[src/flash_cmd_defines.vh]
// Opcode, count and field constants for the flash command decoder.
// Assumes inclusion by bare name from the decoder source.
`ifndef FLASH_CMD_DEFINES_VH
`define FLASH_CMD_DEFINES_VH

// ****************************************
// Opcodes
// ****************************************
`define OP_IDLE          8'h00
`define OP_LATCH_SET     8'h06
`define OP_LATCH_CLEAR   8'h04
`define OP_STATUS_READ   8'h05
`define OP_STATUS_WRITE  8'h01
`define OP_PAGE_WRITE    8'h02
`define OP_QPAGE_WRITE   8'h38
`define OP_SECTOR_WIPE   8'h20
`define OP_HALF_WIPE     8'h52
`define OP_BLOCK_WIPE    8'hD8
`define OP_CHIP_WIPE_A   8'h60
`define OP_CHIP_WIPE_B   8'hC7
`define OP_SUSPEND       8'hB0
`define OP_RESUME        8'h30
`define OP_IDENT_READ    8'h9F
`define OP_MAKER_PART    8'h90
`define OP_LOCK_QUERY    8'h3C
`define OP_RESET_ARM     8'h66
`define OP_RESET_MEM     8'h99
`define OP_QUAD_ENTRY    8'h35
`define OP_QUAD_EXIT     8'hF5
`define OP_SINGLE_LOCK   8'h36
`define OP_SINGLE_UNLOCK 8'h39
`define OP_GANG_LOCK     8'h7E
`define OP_GANG_UNLOCK   8'h98
`define OP_DEEP_DOWN     8'hB9
`define OP_RELEASE_DOWN  8'hAB
`define OP_BURST_LEN     8'hC0
`define OP_PROT_SELECT   8'h68
`define OP_QUAD_ID       8'hAF
`define OP_SEC_ENTER     8'hB1
`define OP_SEC_EXIT      8'hC1
`define OP_SEC_READ      8'h2B
`define OP_SEC_WRITE     8'h2F

// ****************************************
// Counts and field values
// ****************************************
`define OPC_BITS         4'h8
`define ADDR_BITS        5'h18
`define BIT_CNT_W        5
`define ID_SEL_DEVICE    8'h01

`endif

[src/flash_cmd_decode.v]
// Command decoder and write enable latch of a serial NOR flash.
// Assumes chip select, serial clock and data lines come from pins in
// another domain; op_done_i and busy_i come from logic on ref_clk_i.
// Notes on behaviour
// - Opcode 35h enters four-wire command mode
// - Opcode F5h returns to single-line mode
// - Lock query takes three address bytes
// - Quad mode rejects 35h, 90h, 9Fh, AFh, 03h, BBh, E7h and 5Ah
// - Quad I/O counts nibbles, MSB on line3
// - ID query address selects maker or part
// - Reset-memory only directly after reset-arm
// - Latch-set command sets write enable latch
// - Opcode 8 clocks single, 2 quad
// - Latch-clear command clears write enable latch
// - Completion, suspend and power-up clear latch
// - Writes rejected while latch clear
// - Ident read ignored while busy
`include "flash_cmd_defines.vh"
`default_nettype none

module flash_cmd_decode (
   input wire ref_clk_i,
   input wire rst_b_i,
   input wire cs_b_i,
   input wire sclk_i,
   input wire input_data_line_i,
   input wire [2:0] upper_data_lines_i,
   input wire busy_i,
   input wire op_done_i,
   input wire suspend_done_i,
   output reg four_wire_cmd_mode_o,
   output reg write_enable_latch_o,
   output reg [7:0] opcode_o,
   output reg opcode_valid_o,
   output reg write_go_o,
   output reg ident_read_o,
   output reg maker_part_o,
   output reg maker_first_o,
   output reg lock_query_o,
   output reg [23:0] query_addr_o,
   output reg reset_mem_o
);

   // ****************************************
   // Pin synchronisers
   // ****************************************
   reg [5:0] pin_a_ff;
   reg [5:0] pin_b_ff;
   reg sclk_prev_ff;
   always @(posedge ref_clk_i or negedge rst_b_i) begin
      if (!rst_b_i) begin
         // Serial clock starts at its idle low level so no false edge follows reset
         pin_a_ff <= 6'h2f;
         pin_b_ff <= 6'h2f;
         sclk_prev_ff <= 1'b0;
      end else begin
         pin_a_ff <= {cs_b_i, sclk_i, upper_data_lines_i, input_data_line_i};
         pin_b_ff <= pin_a_ff;
         sclk_prev_ff <= pin_b_ff[4];
      end
   end
   wire cs_b = pin_b_ff[5];
   wire sclk_rise = pin_b_ff[4] & ~sclk_prev_ff;
   wire [3:0] lines = pin_b_ff[3:0];

   // ****************************************
   // Shift and phase tracking
   // ****************************************
   localparam PH_OPC = 2'h0;
   localparam PH_ADDR = 2'h1;
   localparam PH_DONE = 2'h2;

   reg [1:0] phase_ff;
   reg [`BIT_CNT_W-1:0] cnt_ff;
   reg [23:0] shift_ff;
   reg [7:0] cmd_ff;
   reg armed_ff;
   reg [1:0] nxt_phase;
   reg [`BIT_CNT_W-1:0] nxt_cnt;
   reg [23:0] nxt_shift;

   // Single mode ignores upper lines; quad takes a nibble per edge
   wire [`BIT_CNT_W-1:0] step = four_wire_cmd_mode_o ? 5'h04 : 5'h01;
   wire [23:0] shifted = four_wire_cmd_mode_o ? {shift_ff[19:0], lines}
                                              : {shift_ff[22:0], lines[0]};
   wire [`BIT_CNT_W-1:0] cnt_sum = cnt_ff + step;
   wire opc_end = (phase_ff == PH_OPC) && sclk_rise && (cnt_sum == {1'b0, `OPC_BITS});
   wire addr_end = (phase_ff == PH_ADDR) && sclk_rise && (cnt_sum == `ADDR_BITS);
   wire [7:0] opc = shifted[7:0];

   // Commands accepted in quad mode
   // Security entry, exit, read and write stay legal in quad mode
   function dual_ok;
      input [7:0] c;
      begin
         case (c)
            `OP_QUAD_ENTRY: dual_ok = 1'b0;
            `OP_MAKER_PART: dual_ok = 1'b0;
            `OP_IDENT_READ: dual_ok = 1'b0;
            `OP_QUAD_ID: dual_ok = 1'b0;
            8'h03: dual_ok = 1'b0;
            8'hBB: dual_ok = 1'b0;
            8'hE7: dual_ok = 1'b0;
            8'h5A: dual_ok = 1'b0;
            default: dual_ok = 1'b1;
         endcase
      end
   endfunction

   function is_write;
      input [7:0] c;
      begin
         case (c)
            `OP_STATUS_WRITE, `OP_PAGE_WRITE, `OP_QPAGE_WRITE, `OP_SECTOR_WIPE,
            `OP_HALF_WIPE, `OP_BLOCK_WIPE, `OP_CHIP_WIPE_A,
            `OP_CHIP_WIPE_B: is_write = 1'b1;
            default: is_write = 1'b0;
         endcase
      end
   endfunction

   wire opc_ok = ~four_wire_cmd_mode_o | dual_ok(opc);
   wire needs_addr = (opc == `OP_LOCK_QUERY) || (opc == `OP_MAKER_PART);

   always @* begin
      nxt_phase = phase_ff;
      nxt_cnt = cnt_ff;
      nxt_shift = shift_ff;
      if (cs_b) begin
         // Partial commands are dropped at chip select rise
         nxt_phase = PH_OPC;
         nxt_cnt = {`BIT_CNT_W{1'b0}};
         nxt_shift = 24'h00_0000;
      end else if (sclk_rise && phase_ff != PH_DONE) begin
         nxt_shift = shifted;
         nxt_cnt = cnt_sum;
         if (opc_end) begin
            nxt_cnt = {`BIT_CNT_W{1'b0}};
            nxt_phase = (opc_ok && needs_addr) ? PH_ADDR : PH_DONE;
         end else if (addr_end) begin
            nxt_phase = PH_DONE;
         end
      end
   end

   // ****************************************
   // Command effects
   // ****************************************
   wire take = opc_end && opc_ok;
   always @(posedge ref_clk_i or negedge rst_b_i) begin
      if (!rst_b_i) begin
         phase_ff <= PH_OPC;
         cnt_ff <= {`BIT_CNT_W{1'b0}};
         shift_ff <= 24'h00_0000;
         cmd_ff <= `OP_IDLE;
         armed_ff <= 1'b0;
         four_wire_cmd_mode_o <= 1'b0;
         write_enable_latch_o <= 1'b0;
         opcode_o <= `OP_IDLE;
         opcode_valid_o <= 1'b0;
         write_go_o <= 1'b0;
         ident_read_o <= 1'b0;
         maker_part_o <= 1'b0;
         maker_first_o <= 1'b0;
         lock_query_o <= 1'b0;
         query_addr_o <= 24'h00_0000;
         reset_mem_o <= 1'b0;
      end else begin
         phase_ff <= nxt_phase;
         cnt_ff <= nxt_cnt;
         shift_ff <= nxt_shift;
         opcode_valid_o <= take;
         write_go_o <= 1'b0;
         ident_read_o <= 1'b0;
         maker_part_o <= 1'b0;
         lock_query_o <= 1'b0;
         reset_mem_o <= 1'b0;
         if (take) begin
            opcode_o <= opc;
            cmd_ff <= opc;
            // Any accepted command other than reset-arm disarms
            armed_ff <= (opc == `OP_RESET_ARM);
            case (opc)
               `OP_QUAD_ENTRY: four_wire_cmd_mode_o <= 1'b1;
               `OP_QUAD_EXIT: four_wire_cmd_mode_o <= 1'b0;
               `OP_LATCH_SET: write_enable_latch_o <= 1'b1;
               `OP_LATCH_CLEAR: write_enable_latch_o <= 1'b0;
               `OP_RESET_MEM: begin
                  reset_mem_o <= armed_ff;
                  if (armed_ff) begin
                     four_wire_cmd_mode_o <= 1'b0;
                     write_enable_latch_o <= 1'b0;
                  end
               end
               `OP_IDENT_READ: ident_read_o <= ~busy_i;
               `OP_IDLE: ;
               default: write_go_o <= is_write(opc) & write_enable_latch_o;
            endcase
         end
         if (addr_end) begin
            query_addr_o <= shifted;
            if (cmd_ff == `OP_LOCK_QUERY)
               lock_query_o <= 1'b1;
            else begin
               maker_part_o <= 1'b1;
               // Only a low byte of 01h picks the order; other values act as 00h
               maker_first_o <= (shifted[7:0] != `ID_SEL_DEVICE);
            end
         end
         // Completion clear placed last so it wins over a same-cycle set
         if (op_done_i || suspend_done_i)
            write_enable_latch_o <= 1'b0;
      end
   end

endmodule

`default_nettype wire

[config.mk]
export PLATFORM = sky130hd
export DESIGN_NAME = flash_cmd_decode
export DESIGN_NICKNAME = d
export VERILOG_FILES = /design/src/flash_cmd_decode.v
export VERILOG_INCLUDE_DIRS = /design/src
export SDC_FILE = /design/constraint.sdc
export NUM_CORES = 1
export LEC_CHECK = 0
export ABC_AREA = 1
export ABC_CLOCK_PERIOD_IN_PS = 6120
export BUFFER_PORTS_ARGS = -buffer_cell sky130_fd_sc_hd__buf_2
export CAP_MARGIN = 20
export CORE_UTILIZATION = 40
export CTS_CLUSTER_SIZE = 12
export DETAILED_ROUTE_END_ITERATION = 6
export PLACE_DENSITY = 0.71
export SYNTH_ARGS = -nofsm -noshare
export SYNTH_HDL_FRONTEND = slang
export SYNTH_SLANG_ARGS = --single-unit
[constraint.sdc]
create_clock -name ref_clk_i -period 6.12 [get_ports ref_clk_i]
set_input_delay 0.612 -clock ref_clk_i [delete_from_list [all_inputs] [get_ports ref_clk_i]]
set_output_delay 0.612 -clock ref_clk_i [all_outputs]
set_load 0.01 [all_outputs]
* Yosys cells after proc, flatten, opt, wreduce, memory -nomap -nowiden
Cells that the tools add are included.
Widths: inputs -> output; s select.
** Word-level totals
- Bits in registers :: 85
- Output and inout bits :: 41
** Operators by class
- $add $sub $neg :: 1
- Eq/ne operators :: 30
- Muxes and demuxes :: 31
- Bitwise logic cells :: 7
- Reductions and logical operators :: 23
** Operator list (count)
- $eq 8x8->1 const B :: 9
- $mux 23 :: 2
- $eq 8x6->1 const B :: 5
- $eq 8x7->1 const B :: 4
- $mux 24 :: 1
- $mux 1 :: 17
- $eq 8x2->1 const B :: 2
- $eq 8x3->1 const B :: 2
- $reduce_or 8->1 :: 2
- $mux 5 :: 3
- $mux 2 :: 5
- $eq 8x1->1 const B :: 1
- $logic_not 8->1 :: 1
- $ne 8x1->1 const B :: 1
- $logic_and 1x1->1 :: 7
- $reduce_or 7->1 :: 1
- $pmux 1 s3 :: 2
- $reduce_and 3->1 :: 2
- $reduce_bool 3->1 :: 2
- $add 5x3->5 :: 1
- $eq 5x4->1 const B :: 1
- $eq 5x5->1 const B :: 1
- $ne 2x2->1 const B :: 2
- $not 1->1 :: 4
- 10 further kinds :: 14

* Longest topological paths before layout
Gate-level depths: netlist (run 1).
- Depth in word-level cells :: 10
- Mapped depth :: 15

* Least setup slack after synthesis (run 1)
OpenSTA, ideal clock, no wires.
- Kind :: register to register
- Start point :: register four_wire_cmd_mode_o
- End point :: register cmd_ff[5]
- Setup time :: 0.125 ns
- Data arrival time :: 2.187 ns
- Data required time :: 5.995 ns
- Slack :: 3.808 ns
- Stages on the path, launching flop included :: 13
- Period minus slack after synthesis :: 2.312 ns
- Cells stage by stage :: dfrtp_1 -> inv_2 -> buf_6 -> ha_1 -> ha_1 -> nor2_1 -> nand3_1 -> nor3_1 -> nor2b_1 -> nand2_2 -> buf_6 -> nand2_1 -> o21ai_1
** Between the ends
- Cells in the longest elaborated chain, start to end :: 6
- Elaborated cells between the ends (all ways) :: 18
** Ends and longest elaborated chain
- start, declared :: RTL line flash_cmd_decode.v:31 : output reg four_wire_cmd_mode_o,
- start signal, assigned :: RTL line flash_cmd_decode.v:157 : four_wire_cmd_mode_o <= 1'b0;
- start signal, assigned :: RTL line flash_cmd_decode.v:184 : `OP_QUAD_ENTRY: four_wire_cmd_mode_o <= 1'b1;
- start signal, assigned :: RTL line flash_cmd_decode.v:185 : `OP_QUAD_EXIT: four_wire_cmd_mode_o <= 1'b0;
- parallel branches: the longest is 6 deep, another holds $add 5x3->5
- end signal, assigned :: RTL line flash_cmd_decode.v:155 : cmd_ff <= `OP_IDLE;
- end signal, assigned :: RTL line flash_cmd_decode.v:180 : cmd_ff <= opc;
- end, declared :: RTL line flash_cmd_decode.v:76 : reg [7:0] cmd_ff;
Several ways; the timed one is not identified.
A chain may end at the register's enable or synchronous reset.

* Final worst setup path (run 1)
- Start point :: register four_wire_cmd_mode_o
- End point :: register cmd_ff[6]
The elaborated chain is that of the path after synthesis.

==> results of run 1 <==
-- flip-flops by register name, indices dropped and copies added (netlist names), 2 cells and up --
name and flops:
cnt_ff 5, query_addr_o 24, shift_ff 23, pin_b_ff 6
pin_a_ff 6, cmd_ff 8, phase_ff 2
-- cells in the mapped netlist, types with 2 or more instances --
cell type | count | area share
o22ai_1 | 22 | 0.036
nor4_1 | 2 | 0.0033
o21ai_1 | 9 | 0.012
o21ai_0 | 52 | 0.068
nor2_1 | 29 | 0.028
buf_1 | 4 | 0.0039
dfrtp_1 | 75 | 0.49
nand3_1 | 22 | 0.029
nand2_1 | 130 | 0.13
xor2_1 | 3 | 0.0068
buf_6 | 3 | 0.0088
clkbuf_1 | 8 | 0.0078
nor2_2 | 2 | 0.0033
inv_1 | 51 | 0.050
ha_1 | 3 | 0.0098
nand3b_1 | 2 | 0.0039
nor3_1 | 2 | 0.0026
a21oi_1 | 3 | 0.0039
nand2_2 | 11 | 0.018
dfstp_2 | 10 | 0.068
-- critical path, cell delays in order, from the launching register on --
cell and delay (ns):
dfrtp_1 0.34, buf_4 0.40, inv_2 0.22, ha_1 0.27, ha_1 0.29, nor2_1 0.09, nand3_1 0.08, nor3_1 0.34
nor2b_1 0.33, nand2_2 0.30, nand2_1 0.14, o21ai_1 0.07
-- report_power, final --
part	switching [mW]	internal [mW]	total (mW)
registers	0.00331	0.570	0.573
logic	0.0282	0.00935	0.0375
clock network	0.212	0.175	0.387
-- worst paths after layout --
| path | slack [ns] | from | endpoint |
|---|---|---|---|
| setup reg to reg | 3.12 | four_wire_cmd_mode_o | cmd_ff[6] |
| max in group asynchronous | 5.22 | rst_b_i | pin_b_ff[2] |
| hold reg to reg | 0.36 | pin_a_ff[2] | pin_b_ff[2] |
| min in group ref_clk_i | 0.35 | cs_b_i | pin_a_ff[5] |
| setup / recovery | 3.12 | four_wire_cmd_mode_o | cmd_ff[6] |
| hold / removal | 0.20 | rst_b_i | opcode_valid_o |
-- cells in the final DEF (no fill, tap or decap), drive strengths merged --
master	Yosys	routed
nand2	142	142
dfrtp	75	75
o21ai	61	61
inv	52	54
buf	9	54
nor2	31	31
nand3	22	22
o22ai	22	22
clkbuf	8	11
dfstp	10	10
a21oi	3	3
xor2	3	3
ha	3	3
nor3	3	3
clkinv	0	3
nor4	2	2
nand3b	2	2
nor2b	1	1
or3	1	1
nor3b	1	1
o31ai	1	1
o211ai	1	1
nand4	1	1
or2	1	1
-- cells by family (layout without fill, tap and decap cells) --
group,count (synthesis),count (layout),share of synthesized area
AO/OA/AOI/OAI,88,88,0.123
flip-flops,85,85,0.556
adder cells (fa/ha/maj),3,3,0.00976
buffers and inverters,69,122,0.0745
XOR/XNOR,3,3,0.00683
AND/OR/NAND/NOR,207,207,0.230
-- stage by stage --
stage	instance area (µm²)	setup slack (ns)	hold slack [ns]	util
floorplan	3850	3.81	0.316	-
global placement	4190	3.28	0.337	0.451
detailed placement	4190	3.17	0.347	0.451
CTS	4380	3.14	0.347	0.472
global route	4400	2.82	0.228	0.474
finish	4400	3.12	0.203	0.474
-- final cells by class --
| type | count | area, µm² |
|---|---|---|
| clock inverters | 5 | 42.5 |
| flip-flops and latches | 85 | 2140 |
| fillers | 904 | 4880 |
| clock buffers | 11 | 151 |
| inverters | 52 | 195 |
| multi-input cells | 301 | 1420 |
| well taps | 129 | 161 |
| repair buffers | 54 | 293 |
-- layer usage --
metal,wire (µm),up-vias
li1,-,1567
met5,0,-
met1,3780,1460
met3,529,14
met4,156,0
met2,3860,113
==> impl_metrics.tcl, run 1 <==
set metrics [dict create \
    track_usage 0.180 \
    finalPower_mw 0.998 \
    leakage_nw 2.18 \
    ys_async_sr_fraction 1.00 \
    cts_buffers 9 \
    slew_violations 0 \
    cts_tree "done" \
    syn_inst 455 \
    ys_ff_latch 85 \
    fmax_mhz 333 \
    fin_tns_setup_ns 0 \
    cts_num_sinks 85 \
    path_clk_slew_ns 0.10 \
    crit_type "reg2reg" \
    nNetsFinal 517 \
    start_util 0.414 \
    ys_types 32 \
    clock_skew_ns 0.0151 \
    yosys_warnings 0 \
    synth_fp_nets 469 \
    hold_viol_final 0 \
    drt-total-wl_um 8320 \
    grt_setup_unrepaired "false" \
    use_met3 0.0313 \
    met2_usage 0.272 \
    avgRoutedWirePerCell_um 13.1 \
    overflow 0 \
    syn_avg_cell_area_um2 8.46 \
    endpoint_kind "register" \
    ant_nets 0 \
    max_slew_margin 0.447 \
    holdCritPathClass "in2async" \
    via_per_inst 4.95 \
    place_inst 620 \
    grt_pass1_vias 2997 \
    fin_cells 637 \
    cp_data_required_time_ns 6.35 \
    die_area_um2 10000 \
    synth_flop_cell "dfrtp_1" \
    grt_max_degree 86 \
    root_buffer "clkbuf_8" \
    irDropWorstVdd_mv 0.0933 \
    ctsResizeCount 0 \
    cts_setup_buffers 0 \
    synth_seq_area_share 0.556 \
    dr.pass1.iters 5 \
    synth-edff-count 0 \
    grt_most_used_layer "met2" \
    drc 0 \
    io_pins 52 \
    startpoint_type "register" \
    htreeDepth 3 \
    dpl.hpwl_um 5780 \
    cap_violations 0 \
    insertedDiodeCount 0 \
    fp.dieH_um 100 \
    worstMarginPinSlew_ns 0.827 \
    cp.arrival_ns 3.23 \
    finalCriticalPeriod_ns 3.00 \
    grt_pass1_wl_um 14000 \
    grt_antenna_before_repair 0 \
    clock_tree.buffer_depth 2 \
    layout-drive-gt1-share 0.193 \
    syn_to_final_growth_pct 14.5 \
    num_rows 35 \
    syn_area_um2 3850 \
    vias 3154 \
    reg2reg_depth 11 \
    worstPathMaxFanout 52 \
    p_per_area_nw_per_um2 227 \
    met1_usage 0.254 \
    ctsHoldBuffers 0 \
    finalSetupViolations 0 \
    core_area_um2 9280 \
    clock_latency_ns 0.36 \
    drtIter0Drc 260 \
    status "finished clean" \
    die_x_um 100 \
    numPortBuffers 51 \
    place_congestion 0.889 \
    fin_crit_sh 0.490 \
]
No activity file was read; power rests on OpenSTA's default activity.
==> run 2, diff against run 1 <==
--- a/config.mk
+++ b/config.mk
@@ -7,13 +7,13 @@
 export NUM_CORES = 1
 export LEC_CHECK = 0
 export ABC_AREA = 1
-export ABC_CLOCK_PERIOD_IN_PS = 6120
+export ABC_CLOCK_PERIOD_IN_PS = 2500
 export BUFFER_PORTS_ARGS = -buffer_cell sky130_fd_sc_hd__buf_2
 export CAP_MARGIN = 20
 export CORE_UTILIZATION = 40
 export CTS_CLUSTER_SIZE = 12
 export DETAILED_ROUTE_END_ITERATION = 6
-export PLACE_DENSITY = 0.71
+export PLACE_DENSITY = 0.73
 export SYNTH_ARGS = -nofsm -noshare
 export SYNTH_HDL_FRONTEND = slang
 export SYNTH_SLANG_ARGS = --single-unit
==> constraint.sdc (replaced) <==
create_clock -name ref_clk_i -period 2.5 [get_ports ref_clk_i]
set_input_delay 0.25 -clock ref_clk_i [delete_from_list [all_inputs] [get_ports ref_clk_i]]
set_output_delay 0.25 -clock ref_clk_i [all_outputs]
set_load 0.01 [all_outputs]
==> impl_metrics.tcl, run 2 (synthesis results as in run 1) <==
set metrics [dict create \
    mostFrequentLayoutCells "nand2_1 (130), dfrtp_1 (75), o21ai_0 (52), inv_1 (51), buf_2 (50)" \
    die_area_um2 10000 \
    track_usage 0.188 \
    fp.dieH_um 100 \
    power_frac_seq 0.589 \
    max_slew_margin 0.616 \
    root_buffer "clkbuf_8" \
    fin_crit_sh 0.886 \
    switching_share 0.239 \
    avgRoutedWirePerCell_um 13.4 \
    registers.top_by_ff_count "query_addr_o" \
    holdWs_ns 0.0501 \
    start_util 0.414 \
    fin_tns_setup_ns 0 \
    cp_data_required_time_ns 2.73 \
    drt-total-wl_um 8700 \
    reg2reg_depth 10 \
    io_pins 52 \
    fmax_mhz 451 \
    layout-drive-gt1-share 0.203 \
    leakage_nw 2.24 \
    dr.pass1.iters 5 \
    worstMarginPinSlew_ns 0.577 \
    crit_type "reg2reg" \
    clock_tree.buffer_depth 2 \
    num_rows 35 \
    nNetsFinal 531 \
    ant_nets 0 \
    holdCritPathClass "in2reg" \
    endpoint_kind "register" \
    cts_num_sinks 85 \
    combPwrFrac 0.044 \
    drc 0 \
    clock_power_share 0.367 \
    place_congestion 0.887 \
    top_regs "query_addr_o (24), shift_ff (23), cmd_ff (8)" \
    netSwitchingPower_mw 0.569 \
    numPortBuffers 51 \
    overflow 0 \
    worstSetupStartpoint "four_wire_cmd_mode_o" \
    drtIter0Drc 266 \
    timing.rr.end "four_wire_cmd_mode_o" \
    grt_pass1_wl_um 14900 \
    dpl.hpwl_um 6250 \
    cts_tree "done" \
    cp.arrival_ns 2.45 \
    grt_pass1_vias 3107 \
    p_int_mw 1.81 \
    hold_viol_final 0 \
    largest_reg_flops 24 \
    grt_max_degree 47 \
    clock_skew_ns 0.00524 \
    insertedDiodeCount 0 \
    htreeDepth 3 \
    p_per_area_nw_per_um2 526 \
    finalCriticalPeriod_ns 2.22 \
    worstPathMaxFanout 38 \
    cap_violations 0 \
    via_per_inst 4.96 \
    status "finished clean" \
    vias 3226 \
    die_x_um 100 \
    mostFrequentLayoutCell "nand2_1" \
    path_clk_slew_ns 0.08 \
    irDropWorstVdd_mv 0.263 \
    timing.rr.start "four_wire_cmd_mode_o" \
    r2r_setup_slack_ns 0.28 \
    clock_latency_ns 0.35 \
    core_area_um2 9280 \
    syn_to_final_growth_pct 17.7 \
    cts_buffers 9 \
    startpoint_type "register" \
    grt_antenna_before_repair 0 \
    endpoint "four_wire_cmd_mode_o" \
    grt_setup_unrepaired "false" \
    slew_violations 0 \
    finalSetupViolations 0 \
]
-- run 2: worst min-delay path by stage --
stage	slack (ns)	from	cells after the start	end
after global routing	0.04	busy_i	2	ident_read_o
after floorplan	-0.05	rst_b_i	0	armed_ff
after CTS	0.001	sclk_i	1	pin_a_ff[4]
final	0.05	busy_i	2	ident_read_o
after detailed placement	0.29	rst_b_i	1	ident_read_o
after global placement	0.29	rst_b_i	1	opcode_valid_o
-- run 2: timing repair --
action | 4_1_cts | 5_1_grt
endpoints found under the hold margin | 48 | 1
buffers inserted | 0 | 0
resized for setup | 0 | 2
setup endpoints to repair | 0 | 13
hold buffers | 6 | 1
-- run 2: layer usage --
layer | GRT usage | wire, µm | vias to the layer above | share of wire
met4 | 0.0780 | 184 | 0 | 0.021
met2 | 0.285 | 3890 | 96 | 0.45
met5 | 0 | 0 | - | 0
met3 | 0.0237 | 338 | 18 | 0.039
met1 | 0.274 | 4290 | 1522 | 0.49
li1 | - | - | 1590 | -
-- run 2: per-stage QoR --
step,total power [mW],instance area [µm²],util,worst slack [ns],std cells
5_1_grt,2.48,4530,0.488,0.0417,651
2_1_floorplan,1.47,3850,-,0.188,455
6_report,2.38,4530,0.488,0.284,651
3_3_place_gp,1.53,4280,0.461,0.145,628
4_1_cts,2.40,4510,0.486,0.0672,650
3_5_place_dp,1.53,4280,0.461,0.101,628
-- run 2: power by group through the flow --
stage                     combinational (mW)  sequential [mW]  clock [mW]
after global routing                   0.118             1.41       0.956
final                                  0.104             1.40       0.875
after detailed placement              0.0964             1.43           0
after global placement                0.0955             1.43           0
after CTS                              0.104             1.40       0.894
after floorplan                       0.0419             1.43           0
-- run 2: final cells by class --
class	instances	area [µm²]
multi-input combinational	301	1430
clock buffer	10	138
timing repair buffer	68	428
clock inverter	6	37.5
sequential	85	2140
inverter	52	195
tap	129	161
fill	930	4760
-- run 2: critical path, stage by stage (launching register included) --
cell     delay, ns
dfrtp_1       0.41
buf_4         0.35
nand2_1       0.09
nand2_1       0.22
nand2_2       0.12
nor2_2        0.18
nand3_1       0.22
nand2_1       0.16
o22ai_1       0.09
o21ai_0       0.17
nand2_1       0.08
